## src/hdl/pin_select_defs.svh

```systemverilog
// constants for the pin function select block
`ifndef PIN_SELECT_DEFS_SVH
`define PIN_SELECT_DEFS_SVH

// ----------------------------------------------------------------
// register offsets (command codes)
// ----------------------------------------------------------------
`define OUTPUT_DISABLE_OFS 8'h02
`define REQUEST_PIN_CFG_OFS 8'h05

// ----------------------------------------------------------------
// field positions
// ----------------------------------------------------------------
`define DIS_BCLK0_BIT 0
`define DIS_BCLK1_BIT 1
`define REQ_A_EN_BIT 7
`define REQ_A_SEL_BIT 6
`define REQ_B_EN_BIT 5
`define REQ_B_SEL_BIT 4

// ----------------------------------------------------------------
// reset values
// ----------------------------------------------------------------
`define OUTPUT_DISABLE_RST 8'h00
`define REQUEST_PIN_CFG_RST 8'h00

// ----------------------------------------------------------------
// serial slave address (arbitrary value)
// ----------------------------------------------------------------
`define SMB_DEV_ADDR 7'h2a

`endif

```

## src/hdl/pin_select_pkg.sv

```systemverilog
// types shared by the pin function select design
package pin_select_pkg;
  typedef logic [7:0] byte_t;
  typedef logic [3:0] bit_cnt_t;
  typedef enum logic [3:0] {
    ST_IDLE = 4'h0,
    ST_ADDR = 4'h1,
    ST_ADDR_ACK = 4'h3,
    ST_CMD = 4'h2,
    ST_CMD_ACK = 4'h6,
    ST_WDATA = 4'h7,
    ST_WDATA_ACK = 4'h5,
    ST_RDATA = 4'h4,
    ST_RDATA_ACK = 4'hc
  } smb_state_e;
endpackage

```

## src/hdl/reg_access_if.sv

```systemverilog
// register access channel between the serial slave and the core
`timescale 1ns/1ps
`default_nettype none
interface reg_access_if;
  import pin_select_pkg::*;
  logic wr;
  byte_t addr;
  byte_t wdata;
  byte_t rdata;
  modport slave_side (output wr, output addr, output wdata, input rdata);
  modport core_side (input wr, input addr, input wdata, output rdata);
endinterface
`default_nettype wire

```

## src/hdl/smb_byte_slave.sv

```systemverilog
// serial management bus slave: byte write and byte read
`timescale 1ns/1ps
`default_nettype none
`include "pin_select_defs.svh"
module smb_byte_slave (
  input wire logic i_clk_sys,
  input wire logic i_reset,
  input wire logic i_smb_clk,
  input wire logic i_smb_data,
  output logic o_smb_data,
  output logic o_smb_data_oe_n,
  reg_access_if.slave_side bus
);
  import pin_select_pkg::*;

  logic [1:0] clk_s1, dat_s1;
  logic clk_s2, dat_s2, clk_d, dat_d;
  smb_state_e state, next_state;
  bit_cnt_t cnt, next_cnt;
  byte_t shreg, next_shreg, cmd, next_cmd;
  logic rd, next_rd, wr, next_wr, oe_n, next_oe_n;
  logic rise, fall, start, stop;

  // ----------------------------------------------------------------
  // pin synchronisers; edges seen only on the second stage
  // ----------------------------------------------------------------
  always_ff @(posedge i_clk_sys) begin
    clk_s1 <= {clk_s1[0], i_smb_clk};
    dat_s1 <= {dat_s1[0], i_smb_data};
    clk_d <= clk_s2;
    dat_d <= dat_s2;
  end
  assign clk_s2 = clk_s1[1];
  assign dat_s2 = dat_s1[1];
  assign rise = clk_s2 & ~clk_d;
  assign fall = ~clk_s2 & clk_d;
  assign start = clk_s2 & clk_d & dat_d & ~dat_s2;
  assign stop = clk_s2 & clk_d & ~dat_d & dat_s2;

  // ----------------------------------------------------------------
  // protocol engine
  // ----------------------------------------------------------------
  always_comb begin
    next_state = state;
    next_cnt = cnt;
    next_shreg = shreg;
    next_cmd = cmd;
    next_rd = rd;
    next_wr = 1'b0;
    if (start) begin
      next_state = ST_ADDR;
      next_cnt = 4'h0;
    end else if (stop) begin
      next_state = ST_IDLE;
    end else if (rise && (state == ST_ADDR || state == ST_CMD ||
                          state == ST_WDATA)) begin
      next_shreg = {shreg[6:0], dat_s2};
      next_cnt = cnt + 4'h1;
    end else if (fall) begin
      case (state)
        ST_ADDR: begin
          if (cnt == 4'h8) begin
            next_rd = shreg[0];
            next_state = (shreg[7:1] == `SMB_DEV_ADDR) ? ST_ADDR_ACK
                                                        : ST_IDLE;
          end
        end
        ST_ADDR_ACK: begin
          next_cnt = 4'h0;
          if (rd) begin
            next_shreg = bus.rdata;
            next_state = ST_RDATA;
          end else begin
            next_state = ST_CMD;
          end
        end
        ST_CMD: begin
          if (cnt == 4'h8) begin
            next_cmd = shreg;
            next_state = ST_CMD_ACK;
          end
        end
        ST_CMD_ACK: begin
          next_cnt = 4'h0;
          next_state = ST_WDATA;
        end
        ST_WDATA: begin
          if (cnt == 4'h8) begin
            next_wr = 1'b1;
            next_state = ST_WDATA_ACK;
          end
        end
        ST_WDATA_ACK: begin
          next_cnt = 4'h0;
          next_state = ST_WDATA;
        end
        ST_RDATA: begin
          next_shreg = {shreg[6:0], 1'b1};
          next_cnt = cnt + 4'h1;
          if (cnt == 4'h7) begin
            next_state = ST_RDATA_ACK;
          end
        end
        ST_RDATA_ACK: next_state = ST_IDLE;
        default: next_state = ST_IDLE;
      endcase
    end
    // pull the line low only for acks and zero read bits
    next_oe_n = ~(next_state == ST_ADDR_ACK || next_state == ST_CMD_ACK ||
                  next_state == ST_WDATA_ACK ||
                  (next_state == ST_RDATA && ~next_shreg[7]));
  end

  always_ff @(posedge i_clk_sys) begin
    if (i_reset) begin
      state <= ST_IDLE;
      cnt <= 4'h0;
      shreg <= 8'h00;
      cmd <= 8'h00;
      rd <= 1'b0;
      wr <= 1'b0;
      oe_n <= 1'b1;
    end else begin
      state <= next_state;
      cnt <= next_cnt;
      shreg <= next_shreg;
      cmd <= next_cmd;
      rd <= next_rd;
      wr <= next_wr;
      oe_n <= next_oe_n;
    end
  end

  assign o_smb_data = 1'b0;
  assign o_smb_data_oe_n = oe_n;
  // write data is the finished shift register, held until the next byte
  assign bus.wr = wr;
  assign bus.addr = cmd;
  assign bus.wdata = shreg;
endmodule
`default_nettype wire

```

## src/hdl/clock_pin_function_select.sv

```systemverilog
// pin function select core of the clock generator
//
// How it works
// - first shared pin comes up after reset as bus clock output 0.
// - config bit 7 of byte 5 turns pin 0 into request input A.
// - bit 6 of byte 5 picks pair 0 or pair 2 for request A.
// - config bit 5 of byte 5 turns pin 1 into request input B.
// - bit 4 of byte 5 picks pair 1 or pair 4 for request B.
// - a disabled bus clock output releases its pin to high impedance.
// - trusted strap latched at reset; 0 allows overclocking, 1 forbids it.
// - after latching, the trusted strap pin drives bus clock 2.
// - pair five strap: 0 gives stop inputs, 1 gives reference pair 5.
// - debug strap: 0 gives reference pair 8, 1 gives debug clock pair.
// - free running bus clock ignores the bus clock stop input.
`timescale 1ns/1ps
`default_nettype none
`include "pin_select_defs.svh"
module clock_pin_function_select (
  input wire logic i_clk_sys,
  input wire logic i_reset,
  input wire logic i_smb_clk,
  input wire logic i_smb_data,
  output logic o_smb_data,
  output logic o_smb_data_oe_n,
  input wire logic [4:0] i_bus_clock_pin,
  output logic [4:0] o_bus_clock,
  output logic [4:0] o_bus_clock_oe_n,
  input wire logic i_free_clock_pin,
  output logic o_free_clock,
  output logic o_free_clock_oe_n,
  input wire logic i_stop_bus_n,
  input wire logic i_stop_cpu_n,
  output logic o_ref_pair_5_oe_n,
  output logic o_ref_pair_0_run,
  output logic o_ref_pair_1_run,
  output logic o_ref_pair_2_run,
  output logic o_ref_pair_4_run,
  output logic o_ref_pair_5_run,
  output logic o_ref_pair_8_run,
  output logic o_debug_pair_run,
  output logic o_cpu_stopped,
  output logic o_overclock_allowed
);
  import pin_select_pkg::*;

  localparam int N_SYNC = 7;
  localparam int SY_REQ_A = 0;
  localparam int SY_REQ_B = 1;
  localparam int SY_TRUST = 2;
  localparam int SY_PAIR5 = 3;
  localparam int SY_DEBUG = 4;
  localparam int SY_STOPB = 5;
  localparam int SY_STOPC = 6;

  reg_access_if rbus ();

  logic [N_SYNC-1:0] sync1, sync2, raw_in;
  byte_t out_dis, next_out_dis, req_cfg, next_req_cfg;
  logic trusted, next_trusted, pair5, next_pair5, debug, next_debug;
  logic phase, next_phase;
  logic [4:0] bclk, next_bclk, bclk_oe_n, next_bclk_oe_n;
  logic fclk, next_fclk, fclk_oe_n, next_fclk_oe_n;
  logic [6:0] run, next_run;
  logic cpu_stop, next_cpu_stop, p5_oe_n, next_p5_oe_n;
  logic mode_a, mode_b, idle_a, idle_b, bus_stop;

  function automatic logic hit(input byte_t a, input byte_t ofs);
    return a == ofs;
  endfunction

  smb_byte_slave u_smb (
    .i_clk_sys(i_clk_sys),
    .i_reset(i_reset),
    .i_smb_clk(i_smb_clk),
    .i_smb_data(i_smb_data),
    .o_smb_data(o_smb_data),
    .o_smb_data_oe_n(o_smb_data_oe_n),
    .bus(rbus.slave_side)
  );

  // ----------------------------------------------------------------
  // pin synchronisers
  // ----------------------------------------------------------------
  assign raw_in = {i_stop_cpu_n, i_stop_bus_n, i_free_clock_pin,
                   i_bus_clock_pin[4], i_bus_clock_pin[2],
                   i_bus_clock_pin[1], i_bus_clock_pin[0]};
  always_ff @(posedge i_clk_sys) begin
    sync1 <= raw_in;
    sync2 <= sync1;
  end

  // ----------------------------------------------------------------
  // registers and straps
  // ----------------------------------------------------------------
  assign rbus.rdata = hit(rbus.addr, `OUTPUT_DISABLE_OFS) ? out_dis :
                      hit(rbus.addr, `REQUEST_PIN_CFG_OFS) ? req_cfg : 8'h00;

  always_comb begin
    next_out_dis = out_dis;
    next_req_cfg = req_cfg;
    if (rbus.wr && hit(rbus.addr, `OUTPUT_DISABLE_OFS)) begin
      next_out_dis = rbus.wdata;
    end
    if (rbus.wr && hit(rbus.addr, `REQUEST_PIN_CFG_OFS)) begin
      next_req_cfg = rbus.wdata;
    end
    // straps follow their pins while reset is held and freeze at release
    next_trusted = i_reset ? sync2[SY_TRUST] : trusted;
    next_pair5 = i_reset ? sync2[SY_PAIR5] : pair5;
    next_debug = i_reset ? sync2[SY_DEBUG] : debug;
  end

  always_ff @(posedge i_clk_sys) begin
    if (i_reset) begin
      out_dis <= `OUTPUT_DISABLE_RST;
      req_cfg <= `REQUEST_PIN_CFG_RST;
    end else begin
      out_dis <= next_out_dis;
      req_cfg <= next_req_cfg;
    end
    trusted <= next_trusted;
    pair5 <= next_pair5;
    debug <= next_debug;
  end

  // ----------------------------------------------------------------
  // pin roles and clock gating
  // ----------------------------------------------------------------
  assign mode_a = req_cfg[`REQ_A_EN_BIT];
  assign mode_b = req_cfg[`REQ_B_EN_BIT];
  // a request that is high asks for the selected pair to stop
  assign idle_a = mode_a & sync2[SY_REQ_A];
  assign idle_b = mode_b & sync2[SY_REQ_B];
  // stop inputs exist only when the shared pins are not pair 5
  assign bus_stop = ~pair5 & ~sync2[SY_STOPB];

  always_comb begin
    next_phase = ~phase;
    for (int i = 0; i < 5; i++) begin
      next_bclk[i] = next_phase & ~bus_stop;
      // a disabled output floats so the pin can serve as an input
      next_bclk_oe_n[i] = out_dis[i];
    end
    // request mode releases the pin even if the host has not disabled the output
    next_bclk_oe_n[0] = out_dis[`DIS_BCLK0_BIT] | mode_a;
    next_bclk_oe_n[1] = out_dis[`DIS_BCLK1_BIT] | mode_b;
    // strap pins stay released while the strap is being sampled
    next_bclk_oe_n[2] = out_dis[2] | i_reset;
    next_bclk_oe_n[4] = out_dis[4] | i_reset;
    next_fclk = next_phase;
    next_fclk_oe_n = i_reset;
    next_run[0] = ~(idle_a & ~req_cfg[`REQ_A_SEL_BIT]);
    next_run[2] = ~(idle_a & req_cfg[`REQ_A_SEL_BIT]);
    next_run[1] = ~(idle_b & ~req_cfg[`REQ_B_SEL_BIT]);
    next_run[3] = ~(idle_b & req_cfg[`REQ_B_SEL_BIT]);
    next_run[4] = pair5;
    next_run[5] = ~debug;
    next_run[6] = debug;
    next_p5_oe_n = ~pair5 | i_reset;
    next_cpu_stop = ~pair5 & ~sync2[SY_STOPC];
  end

  always_ff @(posedge i_clk_sys) begin
    if (i_reset) begin
      phase <= 1'b0;
      bclk <= 5'h00;
      fclk <= 1'b0;
      run <= 7'h00;
      cpu_stop <= 1'b0;
    end else begin
      phase <= next_phase;
      bclk <= next_bclk;
      fclk <= next_fclk;
      run <= next_run;
      cpu_stop <= next_cpu_stop;
    end
    bclk_oe_n <= next_bclk_oe_n;
    fclk_oe_n <= next_fclk_oe_n;
    p5_oe_n <= next_p5_oe_n;
  end

  assign o_bus_clock = bclk;
  assign o_bus_clock_oe_n = bclk_oe_n;
  assign o_free_clock = fclk;
  assign o_free_clock_oe_n = fclk_oe_n;
  assign o_ref_pair_0_run = run[0];
  assign o_ref_pair_1_run = run[1];
  assign o_ref_pair_2_run = run[2];
  assign o_ref_pair_4_run = run[3];
  assign o_ref_pair_5_run = run[4];
  assign o_ref_pair_8_run = run[5];
  assign o_debug_pair_run = run[6];
  assign o_ref_pair_5_oe_n = p5_oe_n;
  assign o_cpu_stopped = cpu_stop;
  assign o_overclock_allowed = ~trusted;

  // ----------------------------------------------------------------
  // checks
  // ----------------------------------------------------------------
  chk_pin0_default: assert property (
    @(posedge i_clk_sys) disable iff (i_reset)
    (!req_cfg[7] && !out_dis[0]) |=> !o_bus_clock_oe_n[0])
    else $error("bus clock 0 not driven in default role");
  chk_pin1_request: assert property (
    @(posedge i_clk_sys) disable iff (i_reset)
    req_cfg[5] |=> o_bus_clock_oe_n[1])
    else $error("pin 1 driven while a request input");
  chk_disable_hiz: assert property (
    @(posedge i_clk_sys) disable iff (i_reset)
    (out_dis[4:0] != 5'h00)
      |=> (o_bus_clock_oe_n & $past(out_dis[4:0])) == $past(out_dis[4:0]))
    else $error("disabled bus clock still drives");
  chk_req_a_gate: assert property (
    @(posedge i_clk_sys) disable iff (i_reset)
    (req_cfg[7] && req_cfg[6] && sync2[SY_REQ_A])
      |=> !o_ref_pair_2_run && o_ref_pair_0_run)
    else $error("request A gated the wrong pair");
  chk_req_b_gate: assert property (
    @(posedge i_clk_sys) disable iff (i_reset)
    (req_cfg[5] && !req_cfg[4] && sync2[SY_REQ_B])
      |=> !o_ref_pair_1_run && o_ref_pair_4_run)
    else $error("request B gated the wrong pair");
  chk_trust_hold: assert property (
    @(posedge i_clk_sys) disable iff (i_reset)
    !$past(i_reset) |-> $stable(o_overclock_allowed))
    else $error("trusted mode changed after latching");
  chk_trust_pin_out: assert property (
    @(posedge i_clk_sys) disable iff (i_reset)
    (!out_dis[2] && !i_reset) |=> !o_bus_clock_oe_n[2])
    else $error("trusted strap pin not driving after latch");
  chk_stop_bus: assert property (
    @(posedge i_clk_sys) disable iff (i_reset)
    (!pair5 && !sync2[SY_STOPB])[*2] |-> o_bus_clock == 5'h00)
    else $error("bus clocks run while stopped");
  chk_free_toggle: assert property (
    @(posedge i_clk_sys) disable iff (i_reset)
    !$past(i_reset) |=> o_free_clock != $past(o_free_clock))
    else $error("free running clock stalled");
  chk_debug_excl: assert property (
    @(posedge i_clk_sys) disable iff (i_reset)
    !$past(i_reset) |-> o_debug_pair_run != o_ref_pair_8_run)
    else $error("pair 8 and debug pair both or neither");
endmodule
`default_nettype wire

```

## config.mk

```make
export PLATFORM = sky130hd
export DESIGN_NAME = clock_pin_function_select
export DESIGN_NICKNAME = d
export VERILOG_FILES = /design/src/hdl/pin_select_pkg.sv /design/src/hdl/reg_access_if.sv /design/src/hdl/smb_byte_slave.sv /design/src/hdl/clock_pin_function_select.sv
export VERILOG_INCLUDE_DIRS = /design/src /design/src/hdl
export SDC_FILE = /design/constraint.sdc
export NUM_CORES = 1
export LEC_CHECK = 0
export BUFFER_PORTS_ARGS = -buffer_cell sky130_fd_sc_hd__buf_2
export CAP_MARGIN = 20
export CORE_ASPECT_RATIO = 1.75
export CORE_MARGIN = 5
export CORE_UTILIZATION = 52
export DETAILED_ROUTE_END_ITERATION = 8
export PLACE_DENSITY = 0.75
export SYNTH_ARGS = -nofsm -noshare
export SYNTH_HDL_FRONTEND = slang
export SYNTH_HIERARCHICAL = 1
export SYNTH_SLANG_ARGS = --single-unit
```

## constraint.sdc

```tcl
create_clock -name i_clk_sys -period 2.2 [get_ports i_clk_sys]
set_input_delay 0.44 -clock i_clk_sys [delete_from_list [all_inputs] [get_ports i_clk_sys]]
set_output_delay 0.44 -clock i_clk_sys [all_outputs]
set_load 0.02 [all_outputs]
```

# After elaboration in Yosys (flattened, before gate mapping)
# Cells that the tools add are included.
[word_totals]
ff_bits = 83
latchBits = 0
mem_bits_rw = 0
word_cells = 132
n_memories = 0
out_inout_bits = 24
romBits = 0
[classes]
mux = 23
eq_ne = 17
div_mod_pow = 0
order_cmp = 0
n_addsub = 1
bitwise_logic = 45
shift = 0
n_reduce_logical = 20
n_mul = 0
[op_table]
columns = ["cell", "count"]
rows = [
  ["8-bit two-way mux", 7],
  ["4-bit two-way mux", 10],
  ["4-bit by 3-bit == test with 1-bit output, second input constant", 8],
  ["1-bit inverter", 24],
  ["4-bit case mux with 6 select lines", 1],
  ["1-bit AND", 16],
  ["8-bit case mux with 2 select lines", 1],
  ["4-bit by 2-bit == test with 1-bit output, second input constant", 3],
  ["6-bit AND reduction", 2],
  ["8-bit by 2-bit == test with 1-bit output, second input constant", 1],
  ["8-bit by 3-bit == test with 1-bit output, second input constant", 1],
  ["4-bit case mux with 2 select lines", 1],
  ["7-bit by 6-bit == test with 1-bit output, second input constant", 1],
  ["3-bit nonzero test", 2],
  ["6-bit OR reduction", 1],
  ["1-bit logical OR", 5],
  ["1-bit OR", 5],
  ["5-bit AND reduction", 1],
  ["4-bit by 1-bit adder with 4-bit output, second input constant", 1],
  ["4-bit by 1-bit == test with 1-bit output, second input constant", 1],
  ["4-bit == test, second input constant", 1],
  ["1-bit logical AND", 4],
  ["2-bit OR reduction", 2],
  ["3-bit two-way mux", 1],
  ["6 further kinds", 6],
]

# Logic depth before layout (Yosys ltp)
[logic_depth]
depth_word = 13
mapped_depth = 9
depth_no_buf = 8

# Cells and area by module
# The synthesis kept the hierarchy.
[modules_own_cells]
columns = ["module", "n_inst", "seq_area_each_um2", "area_per_inst_um2", "cells_each"]
rows = [
  ["clock_pin_function_select", 1, 1031.0, 1685.4, 143],
  ["smb_byte_slave", 1, 660.6, 1674.1, 185],
]

# Least setup slack after synthesis
# OpenSTA, ideal clock, no wires.
[synth_timing]
kind = "register to register"
from = "register u_smb.cmd[3], in the netlist u_smb/bus.addr[3]"
to = "register u_smb.oe_n, in the netlist u_smb/o_smb_data_oe_n"
arrival_ns = 1.922
setup_ns = 0.134
path_buffers = 1
slack_ns = 0.144
stages_incl_launch_ff = 9
cell_sequence = "dfxtp_1 > and4bb_2 > buf_6 > a22oi_1 > nor2_1 > o2bb2ai_1 > a221oi_2 > and4b_1 > or4b_1"
[synth_between]
elab_chain_cells = 13
word_cells_on_any_way = 14
classes_between = "eq/ne (2); mux (8); bitwise (2); reduce/logical (2)"
[synth_rtl]
columns = ["item", "line", "text"]
rows = [
  ["start, declared", "smb_byte_slave.sv:20", "byte_t shreg, next_shreg, cmd, next_cmd;"],
  ["start signal, assigned", "smb_byte_slave.sv:127", "cmd <= next_cmd;"],
  ["8-bit by 3-bit == test with 1-bit output", "clock_pin_function_select.sv:68", "return a == ofs;"],
  ["8-bit two-way mux", "clock_pin_function_select.sv:96", "hit(rbus.addr, `REQUEST_PIN_CFG_OFS) ? req_cfg : 8'h00;"],
  ["8-bit two-way mux *", "clock_pin_function_select.sv:95", "assign rbus.rdata = hit(rbus.addr, `OUTPUT_DISABLE_OFS) ? out_dis :"],
  ["via rbus.rdata[7]", "reg_access_if.sv:9", "byte_t rdata;"],
  ["8-bit two-way mux *", "smb_byte_slave.sv:70", "if (rd) begin"],
  ["8-bit case mux with 2 select lines *", "smb_byte_slave.sv:60", "case (state)"],
  ["8-bit two-way mux *", "smb_byte_slave.sv:59", "end else if (fall) begin"],
  ["8-bit two-way mux *", "smb_byte_slave.sv:55", "end else if (rise && (state == ST_ADDR || state == ST_CMD ||"],
  ["8-bit two-way mux *", "smb_byte_slave.sv:53", "end else if (stop) begin"],
  ["8-bit two-way mux *", "smb_byte_slave.sv:50", "if (start) begin"],
  ["1-bit inverter *", "smb_byte_slave.sv:111", "(next_state == ST_RDATA && ~next_shreg[7]));"],
  ["1-bit logical AND *", "smb_byte_slave.sv:111", ""],
  ["1-bit logical OR *", "smb_byte_slave.sv:110", "next_state == ST_WDATA_ACK ||"],
  ["1-bit inverter *", "smb_byte_slave.sv:109", "next_oe_n = ~(next_state == ST_ADDR_ACK || next_state == ST_CMD_ACK ||"],
  ["end signal, assigned", "smb_byte_slave.sv:130", "oe_n <= next_oe_n;"],
  ["end, declared", "smb_byte_slave.sv:21", "logic rd, next_rd, wr, next_wr, oe_n, next_oe_n;"],
]
# The timed path passes the listed nets; every way through them passes the cells marked *. The select of a mux whose other input is x is not followed.
# A chain may end at the register's enable or synchronous reset.

# Final worst setup path
[layout_timing]
from = "register u_smb.state[1]"
to = "register u_smb.oe_n, in the netlist u_smb/o_smb_data_oe_n"
[layout_between]
elab_chain_cells = 12
word_cells_on_any_way = 35
classes_between = "eq/ne (11); mux (14); bitwise (2); reduce/logical (8)"
[layout_rtl]
columns = ["item", "line", "text"]
rows = [
  ["start, declared", "smb_byte_slave.sv:18", "smb_state_e state, next_state;"],
  ["start signal, assigned", "smb_byte_slave.sv:124", "state <= next_state;"],
  ["4-bit by 3-bit == test with 1-bit output, or another cell as far along", "smb_byte_slave.sv:60", ""],
  ["2-bit OR reduction (no line) or 1-bit logical OR (tied branches)", "--", ""],
  ["4-bit case mux with 6 select lines or 1-bit logical OR (tied branches)", "smb_byte_slave.sv:60, smb_byte_slave.sv:55", ""],
  ["4-bit two-way mux or 1-bit logical AND (tied branches)", "smb_byte_slave.sv:59, smb_byte_slave.sv:55", ""],
  ["4-bit two-way mux", "smb_byte_slave.sv:55", ""],
  ["4-bit two-way mux", "smb_byte_slave.sv:53", ""],
  ["4-bit two-way mux", "smb_byte_slave.sv:50", ""],
  ["4-bit by 2-bit == test with 1-bit output or 4-bit by 3-bit == test with 1-bit output (tied branches)", "smb_byte_slave.sv:109", ""],
  ["1-bit logical OR (2 in series)", "smb_byte_slave.sv:109", ""],
  ["1-bit logical OR *", "smb_byte_slave.sv:110", ""],
  ["1-bit inverter *", "smb_byte_slave.sv:109", ""],
]
# Mark *: on every way between the ends. The rest lies on a longest branch, timed or not. The select of a mux whose other input is x is not followed.

==> results by group <==
Critical path
  – Worst endpoint required time: 2.43 ns
  – Register-to-Register Setup Slack: 0.04 ns
  – Worst-case reg-to-reg path depth: 6
  – Critical path launch point type: flip-flop
  – Slowest stage cell on the critical path: sky130_fd_sc_hd__or4b_1
  – RR Startpoint: u_smb/state[1]
  – Arrival time at the worst endpoint: 2.40 ns
  – Crit Reg-Reg Endpoint: u_smb/o_smb_data_oe_n
  – Crit. path cell count: 6
  – Cell-by-cell trace of the critical path: xor2_2 > mux2i_4 > and2_4 > a221oi_2 > and4b_1 > or4b_1
  – Path type of the worst setup path: flip-flop to flip-flop
  – Largest fanout on the critical path: 10
  – Kind of end point of the critical path: flip-flop
  – Category of cells accounting for the largest share of critical-path delay: simple AND/OR/NAND/NOR gates
  – Crit path buf inv count: 0
  – Worst stage delay on the critical path: 0.52 ns

Min path
  – Cell depth of the worst hold path: 1
  – Startpoint of the lowest-slack hold path: i_bus_clock_pin[4]
  – Worst hold path class: input port to flip-flop
  – End point of the most critical hold path: sync1[3]

Yosys
  – Proportion of register bits with asynchronous set or reset after synthesis: 0%
  – Flop and latch count out of synthesis: 83
  – Warnings from Yosys: 6
  – Number of enable-type register cells in the synthesized netlist: 3
  – Seq/Total Area, Yosys: 50.35%
  – Post-synth net total: 342
  – Number of library cell types mapped by synthesis: 61
  – Primary FF master, synth: sky130_fd_sc_hd__dfxtp_1
  – Mean cell area of the mapped netlist: 10.24 µm²
  – Cell Area, Synth: 0.003359 mm²
  – Post-Synthesis Cells: 328

CTS
  – Clock tree from TritonCTS: built
  – Clock tree root driver cell: sky130_fd_sc_hd__clkbuf_8
  – Clock network latency to the later pin of the worst-skew pair: 0.36 ns
  – Clk buf depth: 2
  – Inserted Clock Buffers: 9
  – Clock-pin slew on the worst setup and hold paths: 0.09 ns
  – Clock sink count: 83
  – H-tree depth reported by CTS: 3

Global route
  – Via count of the first global-routing pass: 2627
  – Initial antenna violation count: 0
  – Wire length of the first global-routing pass: 12080 µm
  – Overflow left after global routing: 0
  – Global routing usage summed across all routing layers: 18.95%
  – Pin count of the biggest net entering global routing: 59

Route
  – Count of routing violations after the opening detailed-route iteration: 199
  – Drc violations: 0
  – DRT antenna net count: 0
  – Number of detailed-routing iterations run before antenna repair: 6
  – Vias after detailed routing: 2596
  – Detailed Route WL: 7469 µm
  – Routed len/inst: 15.59 µm
  – Vias per inst: 5.420

Floorplanning
  – Die span in y: 116.3 µm
  – Starting density of the core: 53.94%
  – Die outline area: 0.008232 mm²
  – X dimension of the die: 70.76 µm
  – I/O pin cnt: 36
  – Std-Cell Rows: 38
  – Core area: 0.006228 mm²

Finish
  – Layout-stage area growth over the synthesis result: 21.97%
  – Final std cells w/o fill: 479
  – Antenna cell count: 0
  – Nets@finish: 408
  – Proportion of layout cells with a drive suffix above 1: 31.58%

Place
  – Post-detail-place hpwl: 5452 µm
  – Final GP Congestion: 0.9003
  – Cell total after placement: 460
  – I/O Buffers: 33
  – Place WS: -0.05207 ns

Timing
  – Number of hold-slack violations in the final timing report: 0
  – Final number of setup-violating endpoints: 0
  – Achievable clock frequency: 462.6 MHz
  – Slew at the pin with the worst max-slew slack: 0.6205 ns
  – Time the worst path needs with I/O delays and setup: 2.161 ns
  – Final worst clock skew: 0.01181 ns
  – Fraction of the cycle the final worst path needs: 98.25%
  – Setup repair after global routing missed its margin: true
  – Worst-case headroom to the max-slew limit: 58.36%
  – Worst Slack Setup Final: 0.03853 ns
  – Final Max Slew Viols: 0
  – Worst hold slack after final layout: 0.1769 ns

Power and ir drop
  – Sequential power share: 56.9%
  – Proportion of total power due to net switching: 24.28%
  – Clock power frac: 37.1%
  – Pwr per Cell Area: 669.5 mW/mm²
  – Relative contribution of combinational cells to total power: 6.0%
  – Internal power of the cells: 0.002077 W
  – Psw: 0.0006661 W
  – Peak ir drop on the vdd network: 423.6 µV
  – Leakage power: 1.779 nW

Job
  – Total of max-cap violations: 0

Status
  – Run status: completed
-- timing repair --
item | CTS | global route
buffers inserted | 0 | 2
gates resized for setup | 2 | 14
cloned | 0 | 1
pin swaps | 1 | 3
hold buffers | 0 | 0
endpoints found under the setup margin | 1 | 1
-- synth_stat cells, drive strengths merged, types with 2 or more instances --
library cell	number	share of area (%)
nor4b	4	1.5
a31o	2	0.52
nor2	38	4.3
o21ai	8	1.2
or4	2	0.45
a22o	2	0.52
dfxtp	80	48
and3b	2	0.52
edfxtp	3	2.7
ha	2	0.74
a21oi	6	0.89
mux2i	27	8.4
and3	2	0.37
nand3	4	0.74
inv	10	1.1
nand4b	2	0.52
nor2b	3	0.56
nand2	15	1.7
buf	16	3.5
and4b	2	0.60
nor3b	2	0.45
or2	5	0.93
nand2b	29	5.6
clkbuf	7	0.78
a221oi	4	1.2
o21a	2	0.45
nor3	6	1.2
a22oi	10	2.4
a222oi	6	1.8
a211oi	2	0.45
xor2	2	0.75
nor4	2	0.56
a31oi	6	1.1
-- sequential cells by signal (all words and copies together) (netlist names), 4 cells and up --
register,cells
sync2,7
u_smb/bus.addr,8
o_bus_clock_oe_n,5
out_dis,8
sync1,7
req_cfg,8
u_smb/state,4
u_smb/bus.wdata,8
u_smb/cnt,4
run,7
-- final cells by class --
| class | count | area, µm² |
|---|---|---|
| Fill cell | 516 | 2131 |
| Sequential cell | 83 | 1705 |
| Clock buffer | 11 | 141.4 |
| Clock inverter | 5 | 42.54 |
| Tap cell | 80 | 100.1 |
| Timing Repair Buffer | 78 | 545.5 |
| Inverter | 10 | 37.54 |
| Multi-Input combinational cell | 212 | 1525 |
-- cell families after synthesis --
logic type               synth area share [%]
AO/OA/AOI/OAI                           12.03
AND/OR/NAND/NOR                         21.97
adder cells (fa/ha/maj)                0.7448
buffers and inverters                   5.363
other                                  0.1116
XOR/XNOR                                1.006
flip-flops                              50.35
multiplexers                            8.417
-- how the worst max path moves through the flow --
stage                      startpoint                     to  slack (ns)
global placement       u_smb/state[1]  u_smb/o_smb_data_oe_n       -0.02
CTS                    u_smb/state[1]  u_smb/o_smb_data_oe_n       0.005
detailed placement     u_smb/state[1]  u_smb/o_smb_data_oe_n       -0.05
floorplan           u_smb/bus.addr[3]  u_smb/o_smb_data_oe_n        0.14
global route             u_smb/cnt[1]  u_smb/o_smb_data_oe_n       -0.03
finish                 u_smb/state[1]  u_smb/o_smb_data_oe_n        0.04
-- power by group through the flow --
stage	registers [W]	clock network, W	logic (W)
6_report	0.00156	0.00102	0.000166
4_1_cts	0.00156	0.00104	0.000157
3_3_place_gp	0.00160	0	0.000154
5_1_grt	0.00157	0.00111	0.000179
2_1_floorplan	0.00161	0	0.0000840
3_5_place_dp	0.00160	0	0.000156
-- worst reg2reg max path, delay by kind of cell, from the launching register on --
kind | cells | cell delay [ns]
and+or+nand+nor | 3 | 0.91
DFF | 1 | 0.42
xor gates and xnor gates | 1 | 0.23
AOI/OAI and AO/OA | 1 | 0.35
muxes | 1 | 0.12
-- routing by layer --
layer	routed length, µm	up-vias	track usage (%)
met5	0	-	0
met4	309	0	8.908
met3	328	22	5.340
met2	4212	65	36.27
met1	2618	1222	18.37
li1	-	1287	-
-- cell usage in the layout, fill, tap and decap left out, types with 3 or more instances in the layout --
cell type                   n
sky130_fd_sc_hd__a21oi_1    5
sky130_fd_sc_hd__a221oi_1   3
sky130_fd_sc_hd__a222oi_1   6
sky130_fd_sc_hd__a22oi_1    9
sky130_fd_sc_hd__a31oi_1    5
sky130_fd_sc_hd__buf_2     33
sky130_fd_sc_hd__buf_4     42
sky130_fd_sc_hd__clkbuf_8  10
sky130_fd_sc_hd__dfxtp_1   73
sky130_fd_sc_hd__dfxtp_2    5
sky130_fd_sc_hd__edfxtp_1   3
sky130_fd_sc_hd__inv_1     10
sky130_fd_sc_hd__inv_6      4
sky130_fd_sc_hd__mux2i_1   26
sky130_fd_sc_hd__nand2_1   15
sky130_fd_sc_hd__nand2b_1  28
sky130_fd_sc_hd__nand3_1    3
sky130_fd_sc_hd__nor2_1    36
sky130_fd_sc_hd__nor2b_1    3
sky130_fd_sc_hd__nor3_1     4
sky130_fd_sc_hd__o21ai_0    7
sky130_fd_sc_hd__or2_2      5
-- metrics by stage --
step | total power (W) | utilization [%] | TNS, ns | cell area, µm²
CTS | 0.002762 | 64.38 | 0 | 4010
global placement | 0.001751 | 61.37 | -0.02047 | 3822
finish | 0.002743 | 65.79 | 0 | 4098
floorplan | 0.001697 | - | 0 | 3359
global route | 0.002856 | 65.79 | -0.03471 | 4098
detailed placement | 0.001755 | 61.37 | -0.05207 | 3822
No activity file was read; power rests on OpenSTA's default activity.
